## src/rtl/sub_exec_defines.vh

```
`ifndef SUB_EXEC_DEFINES_VH
`define SUB_EXEC_DEFINES_VH

// Register map (byte addresses)
`define ADDR_CTRL        8'h00
`define ADDR_OPERAND     8'h04
`define ADDR_ACC         8'h08
`define ADDR_RESULT      8'h0C
`define ADDR_STATUS      8'h10
`define ADDR_WATCHDOG    8'h14
`define ADDR_WAKE        8'h18

// Control register fields
`define CTRL_OP_LSB      0
`define CTRL_OP_MSB      1
`define CTRL_DEST_BIT    2
`define CTRL_GO_BIT      3
`define CTRL_ADDR_LSB    8
`define CTRL_ADDR_MSB    14

// Operation codes
`define OP_LIT_SUB       2'h0
`define OP_REG_SUB       2'h1
`define OP_REG_SUB_B     2'h2
`define OP_SLEEP         2'h3

// Status register fields
`define ST_CARRY         0
`define ST_NIBBLE        1
`define ST_ZERO          2
`define ST_PD_N          3
`define ST_TO_N          4
`define ST_ASLEEP        5
`define ST_RESULT_DEST   6

// Reset values and watchdog prescaler width
`define STATUS_RESET     7'h18
`define WD_PRESCALE_W    8

// AXI responses
`define RESP_OKAY        2'h0
`define RESP_SLVERR      2'h2

`endif

```

## src/rtl/sub_alu.v

```verilog
`timescale 1ns/10ps
`include "sub_exec_defines.vh"

module sub_alu (
	// Operands
	input  wire [7:0] minuend,
	input  wire [7:0] subtrahend,
	input  wire       borrow_in,
	// Results
	output wire [7:0] diff,
	output wire       carry_out,
	output wire       nibble_out,
	output wire       zero_out
);

	wire [8:0] full_sum;
	wire [4:0] low_sum;

	// Two's complement: add inverted subtrahend, carry in is not-borrow
	assign full_sum   = {1'b0, minuend} + {1'b0, ~subtrahend} + {8'h00, ~borrow_in};
	assign low_sum    = {1'b0, minuend[3:0]} + {1'b0, ~subtrahend[3:0]} + {4'h0, ~borrow_in};
	assign diff       = full_sum[7:0];
	assign carry_out  = full_sum[8];
	assign nibble_out = low_sum[4];
	assign zero_out   = (full_sum[7:0] == 8'h00);

endmodule // sub_alu

```

## src/rtl/subtract_and_sleep_exec.v

```verilog
// How it works
// - Literal minus accumulator, result into accumulator
// - Carry/nibble carry set when subtrahend not larger
// - Register minus accumulator, destination bit selects target
// - Borrow variant also subtracts inverted carry
// - Sleep clears watchdog count and prescaler
// - Sleep clears powerdown bit, sets timeout bit
// - Sleep halts execution until wake-up
`timescale 1ns/10ps
`include "sub_exec_defines.vh"

module subtract_and_sleep_exec #(
	parameter PRESCALE_W = `WD_PRESCALE_W
) (
	// Clock and reset
	input  wire        aclk,
	input  wire        aresetn,
	// AXI4-Lite write address
	input  wire [7:0]  s_axi_awaddr,
	input  wire        s_axi_awvalid,
	output reg         s_axi_awready,
	// AXI4-Lite write data
	input  wire [31:0] s_axi_wdata,
	input  wire [3:0]  s_axi_wstrb,
	input  wire        s_axi_wvalid,
	output reg         s_axi_wready,
	// AXI4-Lite write response
	output reg  [1:0]  s_axi_bresp,
	output reg         s_axi_bvalid,
	input  wire        s_axi_bready,
	// AXI4-Lite read address
	input  wire [7:0]  s_axi_araddr,
	input  wire        s_axi_arvalid,
	output reg         s_axi_arready,
	// AXI4-Lite read data
	output reg  [31:0] s_axi_rdata,
	output reg  [1:0]  s_axi_rresp,
	output reg         s_axi_rvalid,
	input  wire        s_axi_rready,
	// Core state
	output reg         osc_run_ff
);

	//////////////////////////////////////////////////////////////////////////////
	// Registers
	reg  [15:0]           ctrl_ff;
	reg  [7:0]            operand_ff;
	reg  [7:0]            acc_ff;
	reg  [7:0]            result_ff;
	reg  [6:0]            status_ff;
	reg  [7:0]            watchdog_count_ff;
	reg  [PRESCALE_W-1:0] prescale_ff;
	reg                   aw_got_ff;
	reg                   w_got_ff;
	reg  [7:0]            aw_addr_ff;
	reg  [31:0]           w_data_ff;
	reg  [3:0]            w_strb_ff;
	reg                   exec_ff;

	wire [7:0]  alu_diff;
	wire        alu_carry;
	wire        alu_nibble;
	wire        alu_zero;
	wire [1:0]  op_sel;
	wire        dest_sel;
	wire [7:0]  minuend;
	wire        borrow;
	wire        go;
	wire        wr_fire;
	wire        asleep;

	assign op_sel   = ctrl_ff[`CTRL_OP_MSB:`CTRL_OP_LSB];
	assign dest_sel = ctrl_ff[`CTRL_DEST_BIT];
	assign asleep   = status_ff[`ST_ASLEEP];
	// Literal or register value both come through the operand register
	assign minuend  = operand_ff;
	assign borrow   = (op_sel == `OP_REG_SUB_B) ? ~status_ff[`ST_CARRY] : 1'b0;
	assign wr_fire  = aw_got_ff && w_got_ff && !s_axi_bvalid;
	// Go written while asleep is ignored: nothing runs without the oscillator
	assign go       = wr_fire && (aw_addr_ff == `ADDR_CTRL) && w_strb_ff[0]
	                  && w_data_ff[`CTRL_GO_BIT] && !asleep;

	sub_alu u_alu (
		.minuend    (minuend),
		.subtrahend (acc_ff),
		.borrow_in  (borrow),
		.diff       (alu_diff),
		.carry_out  (alu_carry),
		.nibble_out (alu_nibble),
		.zero_out   (alu_zero)
	);

	function [7:0] merge_byte;
		input [7:0]  old_val;
		input [31:0] data;
		input [3:0]  strb;
		begin
			merge_byte = strb[0] ? data[7:0] : old_val;
		end
	endfunction

	//////////////////////////////////////////////////////////////////////////////
	// Write channel: address and data latched in either order
	always @(posedge aclk) begin
		if (!aresetn) begin
			s_axi_awready <= 1'b1;
			s_axi_wready  <= 1'b1;
			aw_got_ff     <= 1'b0;
			w_got_ff      <= 1'b0;
			aw_addr_ff    <= 8'h00;
			w_data_ff     <= 32'h00000000;
			w_strb_ff     <= 4'h0;
			s_axi_bvalid  <= 1'b0;
			s_axi_bresp   <= `RESP_OKAY;
		end else begin
			if (s_axi_awvalid && s_axi_awready) begin
				aw_got_ff     <= 1'b1;
				aw_addr_ff    <= s_axi_awaddr;
				s_axi_awready <= 1'b0;
			end
			if (s_axi_wvalid && s_axi_wready) begin
				w_got_ff     <= 1'b1;
				w_data_ff    <= s_axi_wdata;
				w_strb_ff    <= s_axi_wstrb;
				s_axi_wready <= 1'b0;
			end
			if (wr_fire) begin
				aw_got_ff    <= 1'b0;
				w_got_ff     <= 1'b0;
				s_axi_bvalid <= 1'b1;
				case (aw_addr_ff)
					`ADDR_CTRL, `ADDR_OPERAND, `ADDR_ACC, `ADDR_RESULT,
					`ADDR_STATUS, `ADDR_WATCHDOG, `ADDR_WAKE: begin
						s_axi_bresp <= `RESP_OKAY;
					end
					default: begin
						s_axi_bresp <= `RESP_SLVERR;
					end
				endcase
			end
			if (s_axi_bvalid && s_axi_bready) begin
				s_axi_bvalid  <= 1'b0;
				s_axi_awready <= 1'b1;
				s_axi_wready  <= 1'b1;
			end
		end
	end

	//////////////////////////////////////////////////////////////////////////////
	// Execution and register state
	always @(posedge aclk) begin
		if (!aresetn) begin
			ctrl_ff           <= 16'h0000;
			operand_ff        <= 8'h00;
			acc_ff            <= 8'h00;
			result_ff         <= 8'h00;
			status_ff         <= `STATUS_RESET;
			watchdog_count_ff <= 8'h00;
			prescale_ff       <= {PRESCALE_W{1'b0}};
			osc_run_ff        <= 1'b1;
		end else begin
			// Free-running watchdog while awake
			if (osc_run_ff) begin
				prescale_ff <= prescale_ff + 1'b1;
				if (&prescale_ff)
					watchdog_count_ff <= watchdog_count_ff + 8'h01;
			end
			if (wr_fire) begin
				case (aw_addr_ff)
					`ADDR_CTRL: begin
						if (w_strb_ff[0])
							ctrl_ff[7:0] <= w_data_ff[7:0] & 8'h07;
						if (w_strb_ff[1])
							ctrl_ff[15:8] <= w_data_ff[15:8] & 8'h7F;
					end
					`ADDR_OPERAND: operand_ff <= merge_byte(operand_ff, w_data_ff, w_strb_ff);
					`ADDR_ACC:     acc_ff     <= merge_byte(acc_ff, w_data_ff, w_strb_ff);
					`ADDR_WAKE: begin
						// Wake-up source restarts the oscillator
						if (w_strb_ff[0] && w_data_ff[0]) begin
							osc_run_ff             <= 1'b1;
							status_ff[`ST_ASLEEP]  <= 1'b0;
						end
					end
					default: begin
						operand_ff <= operand_ff;
					end
				endcase
			end
			if (go) begin
				case (w_data_ff[`CTRL_OP_MSB:`CTRL_OP_LSB])
					`OP_SLEEP: begin
						watchdog_count_ff        <= 8'h00;
						prescale_ff              <= {PRESCALE_W{1'b0}};
						status_ff[`ST_PD_N]      <= 1'b0;
						status_ff[`ST_TO_N]      <= 1'b1;
						status_ff[`ST_ASLEEP]    <= 1'b1;
						osc_run_ff               <= 1'b0;
					end
					default: begin
						// Carry must survive until exec, it feeds the borrow
						status_ff <= status_ff;
					end
				endcase
			end
			// Subtract runs one cycle after go, using freshly stored ctrl
			if (exec_ff) begin
				status_ff[`ST_CARRY]  <= alu_carry;
				status_ff[`ST_NIBBLE] <= alu_nibble;
				status_ff[`ST_ZERO]   <= alu_zero;
				result_ff             <= alu_diff;
				if (op_sel == `OP_LIT_SUB || !dest_sel) begin
					acc_ff                     <= alu_diff;
					status_ff[`ST_RESULT_DEST] <= 1'b0;
				end else begin
					operand_ff                 <= alu_diff;
					status_ff[`ST_RESULT_DEST] <= 1'b1;
				end
			end
		end
	end

	// Delay go by one cycle so ctrl fields are settled
	always @(posedge aclk) begin
		if (!aresetn)
			exec_ff <= 1'b0;
		else
			exec_ff <= go && (w_data_ff[`CTRL_OP_MSB:`CTRL_OP_LSB] != `OP_SLEEP);
	end

	//////////////////////////////////////////////////////////////////////////////
	// Read channel
	always @(posedge aclk) begin
		if (!aresetn) begin
			s_axi_arready <= 1'b1;
			s_axi_rvalid  <= 1'b0;
			s_axi_rdata   <= 32'h00000000;
			s_axi_rresp   <= `RESP_OKAY;
		end else begin
			if (s_axi_arvalid && s_axi_arready) begin
				s_axi_arready <= 1'b0;
				s_axi_rvalid  <= 1'b1;
				s_axi_rresp   <= `RESP_OKAY;
				case (s_axi_araddr)
					`ADDR_CTRL:     s_axi_rdata <= {16'h0000, ctrl_ff};
					`ADDR_OPERAND:  s_axi_rdata <= {24'h000000, operand_ff};
					`ADDR_ACC:      s_axi_rdata <= {24'h000000, acc_ff};
					`ADDR_RESULT:   s_axi_rdata <= {24'h000000, result_ff};
					`ADDR_STATUS:   s_axi_rdata <= {25'h0, status_ff};
					`ADDR_WATCHDOG: s_axi_rdata <= {24'h000000, watchdog_count_ff};
					`ADDR_WAKE:     s_axi_rdata <= 32'h00000000;
					default: begin
						s_axi_rdata <= 32'h00000000;
						s_axi_rresp <= `RESP_SLVERR;
					end
				endcase
			end
			if (s_axi_rvalid && s_axi_rready) begin
				s_axi_rvalid  <= 1'b0;
				s_axi_arready <= 1'b1;
			end
		end
	end

endmodule // subtract_and_sleep_exec

```

## config.mk

```make
export PLATFORM = sky130hd
export DESIGN_NAME = subtract_and_sleep_exec
export DESIGN_NICKNAME = d
export VERILOG_FILES = /design/src/rtl/sub_alu.v /design/src/rtl/subtract_and_sleep_exec.v
export VERILOG_INCLUDE_DIRS = /design/src /design/src/rtl
export SDC_FILE = /design/constraint.sdc
export NUM_CORES = 1
export LEC_CHECK = 0
export BUFFER_PORTS_ARGS = -buffer_cell sky130_fd_sc_hd__buf_2
export CORE_MARGIN = 3
export CORE_UTILIZATION = 55
export DETAILED_ROUTE_END_ITERATION = 10
export PLACE_DENSITY = 0.85
export SETUP_SLACK_MARGIN = 0.05
export SYNTH_ARGS = -nofsm -noshare
export SYNTH_HDL_FRONTEND = slang
export SYNTH_SLANG_ARGS = --single-unit
```

## constraint.sdc

```tcl
create_clock -name aclk -period 5.57 [get_ports aclk]
set_input_delay 0.2785 -clock aclk [delete_from_list [all_inputs] [get_ports aclk]]
set_output_delay 0.2785 -clock aclk [all_outputs]
set_load 0.01 [all_outputs]
```

[After elaboration in Yosys (flattened, before gate mapping)]
Cells that the tools add are included.
Operators by class
  eq/ne operators: 16
  muxes and demuxes: 34
  bitwise operators: 5
  reductions and logical operators: 34
  add/subtract/negate cells: 6
Operators with widths (number)
  two-way mux 8 bit: 17
  one-hot mux 15 bit (6 select lines): 1
  equality test 8 x 5 -> 1 bit (second input constant): 6
  equality test 8 x 4 -> 1 bit (second input constant): 4
  logical NOT 8 bit: 3
  adder 8 x 1 -> 8 bit (second input constant): 2
  equality test 8 x 3 -> 1 bit (second input constant): 2
  OR reduction 7 bit: 2
  logical AND 1 bit: 13
  two-way mux 1 bit: 11
  adder 8 x 8 -> 9 bit: 1
  adder 9 x 1 -> 9 bit: 1
  inverter 8 bit: 1
  AND reduction 8 bit: 1
  two-way mux 3 bit: 2
  two-way mux 6 bit: 1
  AND reduction 3 bit: 2
  nonzero test 2 bit: 3
  OR reduction 2 bit: 3
  adder 4 x 4 -> 5 bit: 1
  adder 5 x 1 -> 5 bit: 1
  equality test 2 bit (second input constant): 2
  two-way mux 2 bit: 2
  inverter 4 bit: 1
  other kinds (8): 12
Word-level totals
  logic and storage cells: 120
  register bits after elaboration: 126
  input bits: 59
  output and inout port bits: 42

[Depth between registers and ports, before layout]
Gate-level depths: netlist (run 1).
  depth after elaboration: 8
  mapped depth: 8

[By module]
A second synthesis (run 1) with hierarchy kept.
Unflattened totals
  cells, all modules: 581
  area, all modules: 5185.0 µm²
Modules (own cells, without submodules)
  subtract_and_sleep_exec: cells an instance 529, times used 1, area each 4792.1 µm²
  sub_alu: cells an instance 52, times used 1, area each 392.9 µm²

[Worst setup path after synthesis (run 1)]
Ideal clock, no wire load.
  kind: register -> register
  from: register ctrl_ff[1]
  to: register status_ff[2]
  path slack: 2.849 ns
  stages on the path, launching flop included: 9
  arrival: 2.590 ns
  setup time: 0.130 ns
  period minus slack after synthesis: 2.721 ns
  buffers on the path: 0
  cells stage by stage: dfxtp_1 -> or3b_2 -> fa_1 -> fa_1 -> a211oi_1 -> o21ai_0 -> a211oi_1 -> nor4_1 -> o2bb2ai_1
On the way
  word-level cells in the longest chain between the ends: 6
Ends and longest elaborated chain
  from (decl): line subtract_and_sleep_exec.v:46  | reg [15:0] ctrl_ff;
  from (signal assigned): line subtract_and_sleep_exec.v:172  | ctrl_ff[7:0] <= w_data_ff[7:0] & 8'h07;
  equality test 2 bit (no source line)
  two-way mux 1 bit: line subtract_and_sleep_exec.v:77  | assign borrow = (op_sel == `OP_REG_SUB_B) ? ~status_ff[`ST_CARRY] : 1'b0;
  inverter 1 bit: line sub_alu.v:20  | assign full_sum = {1'b0, minuend} + {1'b0, ~subtrahend} + {8'h00, ~borrow_in};
  adder 9 x 1 -> 9 bit: line sub_alu.v:20
  logical NOT 8 bit: line sub_alu.v:25  | assign zero_out = (full_sum[7:0] == 8'h00);
  two-way mux 3 bit: line subtract_and_sleep_exec.v:207  | if (exec_ff) begin
  to (signal, indexed assignment): line subtract_and_sleep_exec.v:208  | status_ff[`ST_CARRY] <= alu_carry;
  to (signal, indexed assignment): line subtract_and_sleep_exec.v:209  | status_ff[`ST_NIBBLE] <= alu_nibble;
  to (signal, indexed assignment): line subtract_and_sleep_exec.v:210  | status_ff[`ST_ZERO] <= alu_zero;
  to (decl): line subtract_and_sleep_exec.v:50  | reg [6:0] status_ff;
No other way between the ends.
A chain may end at the register's enable or synchronous reset.

[Worst setup path in the final report (run 1)]
Same ends and word-level chain as after synthesis.

==> results of run 1 <==
==> how the worst min path moves through the flow <==
stage / cells past startpoint / slack, ns / from / to
after floorplan: 1 / 0.38 / s_axi_wvalid / s_axi_wready
after global placement: 2 / 0.44 / w_data_ff[13] / w_data_ff[13]
after detailed placement: 2 / 0.45 / w_strb_ff[1] / w_strb_ff[1]
after CTS: 2 / 0.1 / s_axi_wvalid / s_axi_wready
after global routing: 3 / 0.11 / s_axi_wdata[3] / w_data_ff[3]
final: 2 / 0.11 / s_axi_wvalid / s_axi_wready
==> Yosys cell counts, drive strengths merged, types with 2 or more instances <==
master / count / share of area
nor2b: 4 / 0.0049
o21ai: 25 / 0.025
fa: 2 / 0.0079
mux2i: 40 / 0.079
and2: 2 / 0.0025
and4: 2 / 0.0035
nand2: 67 / 0.052
ha: 9 / 0.022
inv: 18 / 0.013
nand3b: 3 / 0.0052
nor4b: 3 / 0.0081
buf: 29 / 0.042
xor2: 10 / 0.017
o21a: 4 / 0.0059
a221o: 2 / 0.0039
o31ai: 2 / 0.0030
nor3: 4 / 0.0049
a211oi: 5 / 0.0074
a21o: 5 / 0.0074
nor2: 57 / 0.047
mux4: 2 / 0.0089
a221oi: 2 / 0.0035
o22ai: 6 / 0.0074
a21oi: 59 / 0.058
nand4: 8 / 0.0099
mux2: 6 / 0.013
or4: 2 / 0.0037
and3: 4 / 0.0049
nor4: 3 / 0.0067
clkbuf: 19 / 0.014
xnor2: 6 / 0.010
nand3: 15 / 0.016
nand2b: 10 / 0.012
nor3b: 3 / 0.0044
dfxtp: 107 / 0.42
a22oi: 17 / 0.025
==> metrics by stage <==
stage | setup WS (ns) | instance area, um^2 | std cells | hold slack (ns) | util
after detailed placement | 2.38 | 5310 | 714 | 0.451 | 0.600
after global placement | 2.49 | 5310 | 714 | 0.442 | 0.600
after CTS | 2.34 | 5490 | 730 | 0.0973 | 0.621
final | 2.29 | 5490 | 730 | 0.105 | 0.621
after floorplan | 2.85 | 5140 | 591 | 0.379 | -
after global routing | 2.15 | 5490 | 730 | 0.107 | 0.621
==> registers in the layout, indices dropped and copies added, names as in the netlist, 2 cells and up <==
signal,count
acc_ff,8
aw_addr_ff,8
ctrl_ff,10
minuend,8
prescale_ff,8
result_ff,8
s_axi_rdata,15
status_ff,6
w_data_ff,15
w_strb_ff,2
watchdog_count_ff,8
==> layer usage <==
layer / wire length, um / up-vias
met1: 4930 / 1989
met3: 846 / 25
li1: - / 2058
met4: 282 / 0
met5: 0 / -
met2: 5260 / 136
==> layout make-up <==
type / count / area (um^2) / share of cell area
Clock inverter: 7 / 61.3 / 0.0112
Sequential cell: 107 / 2140 / 0.390
Multi-Input combinational cell: 418 / 2650 / 0.482
Tap cell: 108 / 135 / 0.0246
Timing Repair Buffer: 63 / 318 / 0.0579
Inverter: 18 / 67.6 / 0.0123
Clock buffer: 9 / 124 / 0.0226
==> power by group through the flow <==
stage	sequential, mW	clock (mW)	combinational, mW
2_1_floorplan	0.812	0	0.0789
5_1_grt	0.802	0.486	0.113
6_report	0.799	0.447	0.100
3_3_place_gp	0.815	0	0.0963
3_5_place_dp	0.817	0	0.0993
4_1_cts	0.799	0.455	0.0999
==> kinds of logic after synthesis <==
logic type / Yosys count
multiplexers: 48
XOR/XNOR: 16
adder cells (fa/ha/maj): 11
other: 1
AND/OR/NAND/NOR: 190
buffers and inverters: 66
flip-flops: 107
AO/OA/AOI/OAI: 134
==> results.py, run 1 <==
metrics = {
    "outcome": {
        "status": "finished, violations left",
        "violations": "DRC",
    },
    "sta": {
        "worst_pin_slew_ns": 0.829,
        "clock.fmax_ghz": 0.305,
        "slew_headroom": 0.446,
        "finalSetupTns_ns": 0,
        "skew_ns": 0.0115,
        "setup_viol": 0,
        "report.final.slew_viol_count": 0,
        "period_needed_ns": 3.28,
        "hold_viol": 0,
        "layout_worst_path_cycle_share": 0.589,
        "rsz0062_at_grt": "no",
    },
    "die": {
        "io_pins": 101,
        "die-width_um": 102,
        "die_y_um": 102,
        "start_util": 0.573,
        "dieArea_mm2": 0.0104,
        "fp.coreArea_mm2": 0.00885,
        "rows": 34,
    },
    "global_route": {
        "grt_max_degree": 44,
        "antenna_found_initial": 0,
        "grt.met1_usage": 0.286,
        "busiest_layer": "met2",
        "grt_overflow": 0,
        "use_met3": 0.0614,
        "met2_usage": 0.365,
        "grt_pass1_wl_um": 18300,
        "grt_use_total": 0.225,
        "grt_pass1_vias": 4019,
    },
    "placement": {
        "hpwlAfterDp_um": 8230,
        "io_buffer_count": 62,
        "routabilityCongestion": 0.886,
    },
    "critical_path": {
        "crit_buf_inv": 0,
        "timing.rr.end": "status_ff[2]",
        "cp_num_cells": 8,
        "r2r_setup_slack_ns": 2.29,
        "cp_cell_sequence": "or3b_2 > fa_1 > fa_1 > a211oi_1 > o21ai_0 > a211oi_1 > nor4_1 > o2bb2ai_1",
        "crit_fanout": 5,
        "cp_slowest_stage_delay_ns": 0.54,
        "cp.required_ns": 5.81,
        "cp-end-kind": "register",
        "crit_start": "ctrl_ff[1]",
        "critical_path_class": "register to register",
        "r2r-start": "ctrl_ff[1]",
        "critPathSlowestCell": "a211oi_1",
        "crit_family": "compound AO/OA/AOI/OAI gates",
        "crit_path_end": "status_ff[2]",
        "rr_worst_depth": 8,
        "startpoint_type": "register",
        "arrival_ns": 3.52,
    },
    "power": {
        "total_power_mw": 1.35,
        "p_seq_frac": 0.594,
        "p_leak_nw": 2.22,
        "cellPowerDensity_mw_per_mm2": 245,
        "clkPwrFrac": 0.332,
        "switchingPower_mw": 0.358,
        "swShare": 0.266,
        "peakVddDrop_mv": 0.159,
        "comb_power_share": 0.074,
        "p_int_mw": 0.988,
    },
    "clocking": {
        "cts_max_level": 3,
        "cts_resized": 0,
        "cts_tree": "built",
        "clock_sinks": 107,
        "cts_root_buf": "clkbuf_8",
        "cts.path.max_buffers": 2,
        "cts_buffers": 9,
        "postCtsHoldBufs": 0,
        "clkLatencyLatePin_ns": 0.38,
        "post-cts-setup-buffer-count": 0,
        "path_clk_slew_ns": 0.10,
    },
    "cells_and_area": {
        "area_delta_synth_final_pct": 8.29,
        "final_nets": 687,
        "drive_gt1_frac": 0.174,
        "final_common_cell": "dfxtp_1",
        "antenna_cells": 0,
        "fill_cells": 743,
        "final_cell_mix": "dfxtp_1, nand2_1, buf_2, a21oi_1, nor2_1",
    },
    "yosys": {
        "ys_warn_count": 0,
        "synthXorXnorAreaFrac": 0.0276,
        "synth_ff_type": "dfxtp_1",
        "synth_edf_count": 0,
        "async_reset_ff_frac": 0,
        "synth_compound_area_frac": 0.159,
        "muxShareOfSynthArea": 0.101,
        "synthAdderAreaFrac": 0.0301,
        "postSynthAreaPerCell_um2": 8.85,
        "synthSimpleGateAreaFrac": 0.190,
        "synthesis.area_mm2": 0.00507,
        "ys_ff_latch": 107,
        "netlist_instances": 573,
        "yosys.cell_types.count": 60,
        "yosysSeqAreaShare": 0.422,
        "synth_top_family_by_area": "simple AND/OR/NAND/NOR gates",
    },
    "routing": {
        "drtIter0Drc": 192,
        "first_pass_iters": 8,
        "drt_wl_total_um": 11300,
        "vias": 4208,
        "drc": 2,
        "routedWlPerCell_um": 15.5,
        "avgViaCountPerCell": 5.76,
        "final_antenna_net_count": 0,
    },
    "flow_run": {
        "maxCapViolCount": 0,
    },
    "min_path": {
        "hold_path_class": "primary input to register",
    },
}
No activity file was read; power rests on OpenSTA's default activity.
==> inputs of run 2 (changes only) <==
--- a/config.mk
+++ b/config.mk
@@ -6,11 +6,12 @@
 export SDC_FILE = /design/constraint.sdc
 export NUM_CORES = 1
 export LEC_CHECK = 0
+export ABC_AREA = 1
 export BUFFER_PORTS_ARGS = -buffer_cell sky130_fd_sc_hd__buf_2
 export CORE_MARGIN = 3
-export CORE_UTILIZATION = 55
+export CORE_UTILIZATION = 50
 export DETAILED_ROUTE_END_ITERATION = 10
-export PLACE_DENSITY = 0.85
+export PLACE_DENSITY = 0.81
 export SETUP_SLACK_MARGIN = 0.05
 export SYNTH_ARGS = -nofsm -noshare
 export SYNTH_HDL_FRONTEND = slang
==> constraint.sdc (replaced) <==
create_clock -name aclk -period 2.7 [get_ports aclk]
set_input_delay 0.135 -clock aclk [delete_from_list [all_inputs] [get_ports aclk]]
set_output_delay 0.135 -clock aclk [all_outputs]
set_load 0.01 [all_outputs]
==> run 2 against run 1 <==
  * The run now ends clean
  * Non-clock buffer count grew 11
  * Largest cell class unchanged
  * First-iteration DRC count grew 68%
  * Worst hold slack lost 0.099 ns
  * Highest routed layer unchanged
  * Cell count grew 26%
  * Combinational power grew to 2.7 times the previous value
  * Final area grew 5.4%
  * Critical path depth grew 5
  * Critical endpoint unchanged
  * Setup slack lost 1.8 ns
  * Largest power group unchanged
  * Sequential share of layout area shrank 2.0 points
==> results.py, run 2 <==
metrics = {
    "sta": {
        "skew_ns": 0.0134,
        "report.final.slew_viol_count": 0,
        "finalSetupTns_ns": 0,
        "hold_viol": 0,
        "layout_worst_path_cycle_share": 0.831,
        "clock.fmax_ghz": 0.446,
        "setup_viol": 0,
        "worst_pin_slew_ns": 0.664,
        "rsz0062_at_grt": "no",
        "period_needed_ns": 2.24,
        "fin_ws_ns": 0.457,
        "slew_headroom": 0.557,
        "fin_worst_hold_slack_ns": 0.00671,
    },
    "critical_path": {
        "arrival_ns": 2.54,
        "critical_path_class": "register to register",
        "cp_cell_sequence": "inv_1 > nand3_1 > fa_1 > fa_1 > nand2_1 > nand2_1 > nand3_1 > nand2_1 > nand2_1 > nand2_1 > nor2_1 > nand3_1 > a21oi_1",
        "cp-end-kind": "register",
        "crit_fanout": 4,
        "cpMostUsedCell": "nand2_1",
        "cp.required_ns": 3.00,
        "cp_slowest_stage_delay_ns": 0.44,
        "startpoint_type": "register",
        "critPathSlowestCell": "fa_1",
        "crit_family": "adder cells",
        "crit_buf_inv": 1,
    },
    "clocking": {
        "clock_sinks": 107,
        "post-cts-setup-buffer-count": 0,
        "clkLatencyLatePin_ns": 0.38,
        "postCtsHoldBufs": 7,
        "cts_max_level": 3,
        "cts_buffers": 9,
        "cts_resized": 0,
        "cts_root_buf": "clkbuf_8",
        "cts.path.max_buffers": 2,
        "cts_tree": "built",
        "path_clk_slew_ns": 0.10,
    },
    "flow_run": {
        "maxCapViolCount": 0,
    },
    "global_route": {
        "grt_max_degree": 72,
        "grt_overflow": 0,
        "grt_pass1_vias": 4101,
        "antenna_found_initial": 0,
        "grt_pass1_wl_um": 19100,
        "grt_use_total": 0.205,
    },
    "routing": {
        "vias": 4695,
        "avgViaCountPerCell": 5.10,
        "drc": 0,
        "drtIter0Drc": 322,
        "final_antenna_net_count": 0,
        "first_pass_iters": 5,
        "routedWlPerCell_um": 12.8,
        "drt_wl_total_um": 11800,
    },
    "die": {
        "dieArea_mm2": 0.0116,
        "start_util": 0.523,
        "die_y_um": 108,
        "rows": 36,
        "fp.coreArea_mm2": 0.00991,
        "die-width_um": 108,
        "io_pins": 101,
    },
    "placement": {
        "io_buffer_count": 62,
        "hpwlAfterDp_um": 8650,
        "routabilityCongestion": 0.926,
        "pre_cts_ws_ns": 0.502,
    },
    "power": {
        "cellPowerDensity_mw_per_mm2": 501,
        "peakVddDrop_mv": 0.357,
        "total_power_mw": 2.90,
        "p_leak_nw": 2.60,
    },
    "yosys": {
        "async_reset_ff_frac": 0,
        "yosys.cell_types.count": 45,
        "netlist_instances": 721,
        "ys_warn_count": 0,
        "yosysSeqAreaShare": 0.413,
        "synth.top_cell.area_share": 0.413,
        "synth_top_area_cell": "dfxtp_1",
        "synth_ff_type": "dfxtp_1",
        "synthTopCellsByArea": "dfxtp_1, nand2_1, o21ai_0, a21oi_1, nor2_1",
        "ys_ff_latch": 107,
        "synth_most_common_cell": "nand2_1",
        "ys_top_cells_by_count": "nand2_1, dfxtp_1, nor2_1, inv_1, o21ai_0",
        "synth_edf_count": 0,
        "synthesis.area_mm2": 0.00518,
        "postSynthAreaPerCell_um2": 7.19,
    },
    "cells_and_area": {
        "reg.largest.list": "s_axi_rdata x15, w_data_ff x15, ctrl_ff x10",
        "drive_gt1_frac": 0.145,
        "final_common_cell": "nand2_1",
        "final_cell_mix": "nand2_1, dfxtp_1, nor2_1, inv_1, o21ai_0",
        "area_delta_synth_final_pct": 11.6,
        "antenna_cells": 0,
        "final_nets": 853,
    },
    "outcome": {
        "status": "finished clean",
    },
    "min_path": {
        "hold_path_class": "primary input to register",
    },
}
run 2: worst reg2reg max path, stage by stage, from the launching register on:
cell,delay (ns)
dfxtp_1,0.33
inv_1,0.09
nand3_1,0.10
fa_1,0.43
fa_1,0.44
nand2_1,0.08
nand2_1,0.06
nand3_1,0.09
nand2_1,0.08
nand2_1,0.06
nand2_1,0.09
nor2_1,0.12
nand3_1,0.07
a21oi_1,0.12
run 2: report_power, final:
part | leakage [nW] | switching (mW) | internal [mW] | total [mW]
registers | 0.872 | 0.0387 | 1.64 | 1.68
logic | 1.63 | 0.176 | 0.0969 | 0.273
clock network | 0.0962 | 0.592 | 0.361 | 0.952
run 2: path summary, 6_finish.rpt:
kind              startpoint            end  slack, ns  depth (start not counted)
min          s_axi_wdata[13]  w_data_ff[13]      0.007                          3
min reg2reg     status_ff[3]   status_ff[3]       0.46                          2
max               ctrl_ff[0]   status_ff[2]       0.46                         13
max reg2reg       ctrl_ff[0]   status_ff[2]       0.46                         13
run 2: through the flow:
| step | util | cell area [um^2] | cells |
|---|---|---|---|
| 2_1_floorplan | - | 5250 | 739 |
| 3_3_place_gp | 0.557 | 5520 | 898 |
| 3_5_place_dp | 0.557 | 5520 | 898 |
| 4_1_cts | 0.584 | 5790 | 921 |
| 5_1_grt | 0.584 | 5790 | 921 |
| 6_report | 0.584 | 5790 | 921 |
run 2: kinds of logic after synthesis:
group,count (synthesis),share of synthesized area
simple gates,303,0.262
compound gates,162,0.167
buf+inv,126,0.109
flops,107,0.413
xor+xnor,11,0.0186
fa+ha+maj,11,0.0294
other cells,1,0.000723
run 2: area by class of cell:
type                    count  area, um^2
clock buffers               9         124
multi-input cells         506        2550
well taps                 133         166
clock inverters             7        72.6
fillers                   942        4120
flip-flops and latches    107        2140
repair buffers             74         418
inverters                  85         319
run 2: layer usage:
| metal | global-route usage | wire length, um | vias up | share of wire |
|---|---|---|---|---|
| li1 | - | - | 2432 | - |
| met1 | 0.293 | 5680 | 2092 | 0.48 |
| met2 | 0.313 | 5030 | 156 | 0.43 |
| met3 | 0.0378 | 873 | 15 | 0.074 |
| met4 | 0.0622 | 173 | 0 | 0.015 |
| met5 | 0 | 0 | - | 0 |
==> inputs of run 3 (changes only) <==
--- a/config.mk
+++ b/config.mk
@@ -9,9 +9,9 @@
 export ABC_AREA = 1
 export BUFFER_PORTS_ARGS = -buffer_cell sky130_fd_sc_hd__buf_2
 export CORE_MARGIN = 3
-export CORE_UTILIZATION = 50
+export CORE_UTILIZATION = 55
 export DETAILED_ROUTE_END_ITERATION = 10
-export PLACE_DENSITY = 0.81
+export PLACE_DENSITY = 0.85
 export SETUP_SLACK_MARGIN = 0.05
 export SYNTH_ARGS = -nofsm -noshare
 export SYNTH_HDL_FRONTEND = slang
==> constraint.sdc (replaced) <==
create_clock -name aclk -period 2.21 [get_ports aclk]
set_input_delay 0.1105 -clock aclk [delete_from_list [all_inputs] [get_ports aclk]]
set_output_delay 0.1105 -clock aclk [all_outputs]
set_load 0.01 [all_outputs]
==> run 3 against run 2 <==
  * Core utilization increased by 7.7 points
  * Final area increased by 2.0%
  * Die area decreased by 8.6%
  * Routed wire length increased by 11%
  * Setup slack got worse by 0.41 ns
  * Cell count decreased by 1.5%
  * Sequential power increased by 22%
  * Sequential cell count unchanged
  * Clock skew decreased by 0.0030 ns
  * Critical endpoint unchanged
==> results.py, run 3 (synthesis gave the netlist of run 2 again) <==
metrics = {
    "die": {
        "die_y_um": 103,
        "io_pins": 101,
        "fp.coreArea_mm2": 0.00893,
        "die-width_um": 103,
        "start_util": 0.580,
        "rows": 34,
        "dieArea_mm2": 0.0106,
    },
    "critical_path": {
        "crit_fanout": 4,
        "cp-end-kind": "register",
        "r2r-start": "ctrl_ff[0]",
        "arrival_ns": 2.48,
        "cp_cell_sequence": "inv_2 > nand3_2 > fa_2 > fa_2 > nand2_2 > nand2_2 > nand3_2 > nand2_2 > nand2_2 > nand2_2 > nor2_1 > nand3_1 > a21oi_1",
        "startpoint_type": "register",
        "cpMostUsedCell": "nand2_2",
        "rr_worst_depth": 13,
        "crit_buf_inv": 1,
        "critical_path_class": "register to register",
        "cp.required_ns": 2.53,
        "cp_slowest_stage_delay_ns": 0.45,
        "r2r_setup_slack_ns": 0.05,
        "crit_family": "adder cells",
        "critPathSlowestCell": "fa_2",
        "timing.rr.end": "status_ff[2]",
    },
    "sta": {
        "worst_pin_slew_ns": 0.669,
        "rsz0062_at_grt": "yes",
        "report.final.slew_viol_count": 0,
        "setup_viol": 0,
        "hold_viol": 0,
        "clock.fmax_ghz": 0.463,
        "skew_ns": 0.0103,
        "slew_headroom": 0.554,
        "period_needed_ns": 2.16,
        "layout_worst_path_cycle_share": 0.977,
    },
    "min_path": {
        "holdCritStartpoint": "s_axi_awaddr[3]",
        "hold_end": "aw_addr_ff[3]",
        "hold_path_class": "primary input to register",
        "hold_depth": 3,
    },
    "cells_and_area": {
        "antenna_cells": 0,
        "final_common_cell": "nand2_1",
        "final_nets": 864,
        "fin_cells": 907,
        "reg.largest.list": "s_axi_rdata x15, w_data_ff x15, ctrl_ff x10",
        "utilization": 0.661,
        "drive_gt1_frac": 0.175,
        "final_cell_mix": "nand2_1, dfxtp_1, nor2_1, inv_1, o21ai_0",
        "area_delta_synth_final_pct": 13.8,
    },
    "placement": {
        "hpwlAfterDp_um": 9440,
        "routabilityCongestion": 0.963,
        "placed_cells": 879,
        "io_buffer_count": 62,
    },
    "routing": {
        "routedWlPerCell_um": 14.4,
        "avgViaCountPerCell": 5.51,
        "drtIter0Drc": 360,
        "vias": 5001,
        "drc": 0,
        "drt_wl_total_um": 13100,
        "final_antenna_net_count": 0,
        "first_pass_iters": 5,
    },
    "power": {
        "peakVddDrop_mv": 0.341,
        "p_leak_nw": 2.67,
        "cellPowerDensity_mw_per_mm2": 602,
        "total_power_mw": 3.55,
    },
    "clocking": {
        "clock_sinks": 107,
        "clkLatencyLatePin_ns": 0.38,
        "cts_root_buf": "clkbuf_8",
        "cts_buffers": 9,
        "cts.path.max_buffers": 2,
        "cts_max_level": 3,
        "cts_tree": "built",
        "path_clk_slew_ns": 0.11,
    },
    "global_route": {
        "antenna_found_initial": 0,
        "grt_use_total": 0.248,
        "grt_pass1_vias": 4425,
        "grt_pass1_wl_um": 20700,
        "grt_overflow": 0,
        "grt_max_degree": 39,
    },
    "outcome": {
        "status": "finished clean",
    },
    "flow_run": {
        "maxCapViolCount": 0,
    },
}
==> run 3: how the worst max path moves through the flow <==
stage,from,end,slack [ns],depth (start not counted)
final,ctrl_ff[0],status_ff[2],0.05,13
after global routing,ctrl_ff[0],status_ff[2],-0.05,13
after CTS,ctrl_ff[0],status_ff[2],0.07,13
after detailed placement,ctrl_ff[0],status_ff[2],0.03,13
after global placement,ctrl_ff[0],status_ff[2],0.08,13
after floorplan,ctrl_ff[0],minuend[2],0.18,8
==> run 3: final cells by class <==
| cell class | instances | area [um^2] |
|---|---|---|
| inverter | 85 | 319 |
| fill | 764 | 3030 |
| tap | 108 | 135 |
| clock inverter | 6 | 56.3 |
| timing repair buffer | 85 | 518 |
| clock buffer | 10 | 128 |
| sequential | 107 | 2140 |
| multi-input combinational | 506 | 2600 |
==> run 3: tightest hold or removal path: cells and delay by family <==
kind | cells | cell delay [ns]
compound gates | 2 | 0.18
buf+inv | 1 | 0.07
==> run 3: layer usage <==
metal | routed length (um) | vias up | track usage
met2 | 6070 | 205 | 0.393
met5 | 0 | - | 0
met4 | 267 | 0 | 0.0847
li1 | - | 2454 | -
met3 | 950 | 29 | 0.0345
met1 | 5790 | 2313 | 0.348
==> run 3: what timing repair did <==
| action | 4_1_cts | 5_1_grt |
|---|---|---|
| buffers inserted | 0 | 3 |
| endpoints found under the hold margin | 10 | 0 |
| hold buffers | 9 | 0 |
| pin swaps | 0 | 12 |
| gates resized for setup | 1 | 19 |
| setup endpoints to repair | 2 | 6 |
==> run 3: stage by stage <==
| stage | setup slack [ns] | cell area, um^2 | TNS [ns] | hold slack, ns |
|---|---|---|---|---|
| finish | 0.0500 | 5900 | 0 | 0.00715 |
| global route | -0.0541 | 5900 | -0.0752 | 0.0288 |
| CTS | 0.0652 | 5820 | 0 | 0.00192 |
| detailed placement | 0.0329 | 5550 | 0 | 0.345 |
| global placement | 0.0780 | 5550 | 0 | 0.335 |
| floorplan | 0.176 | 5250 | 0 | 0.247 |
==> run 3: power by group <==
part           leakage (nW)  total (mW)  switching (mW)  internal (mW)
sequential            0.873        2.05          0.0479           2.00
clock                0.0909        1.15           0.719          0.435
combinational          1.71       0.352           0.226          0.127
total                  2.67        3.55           0.993           2.56
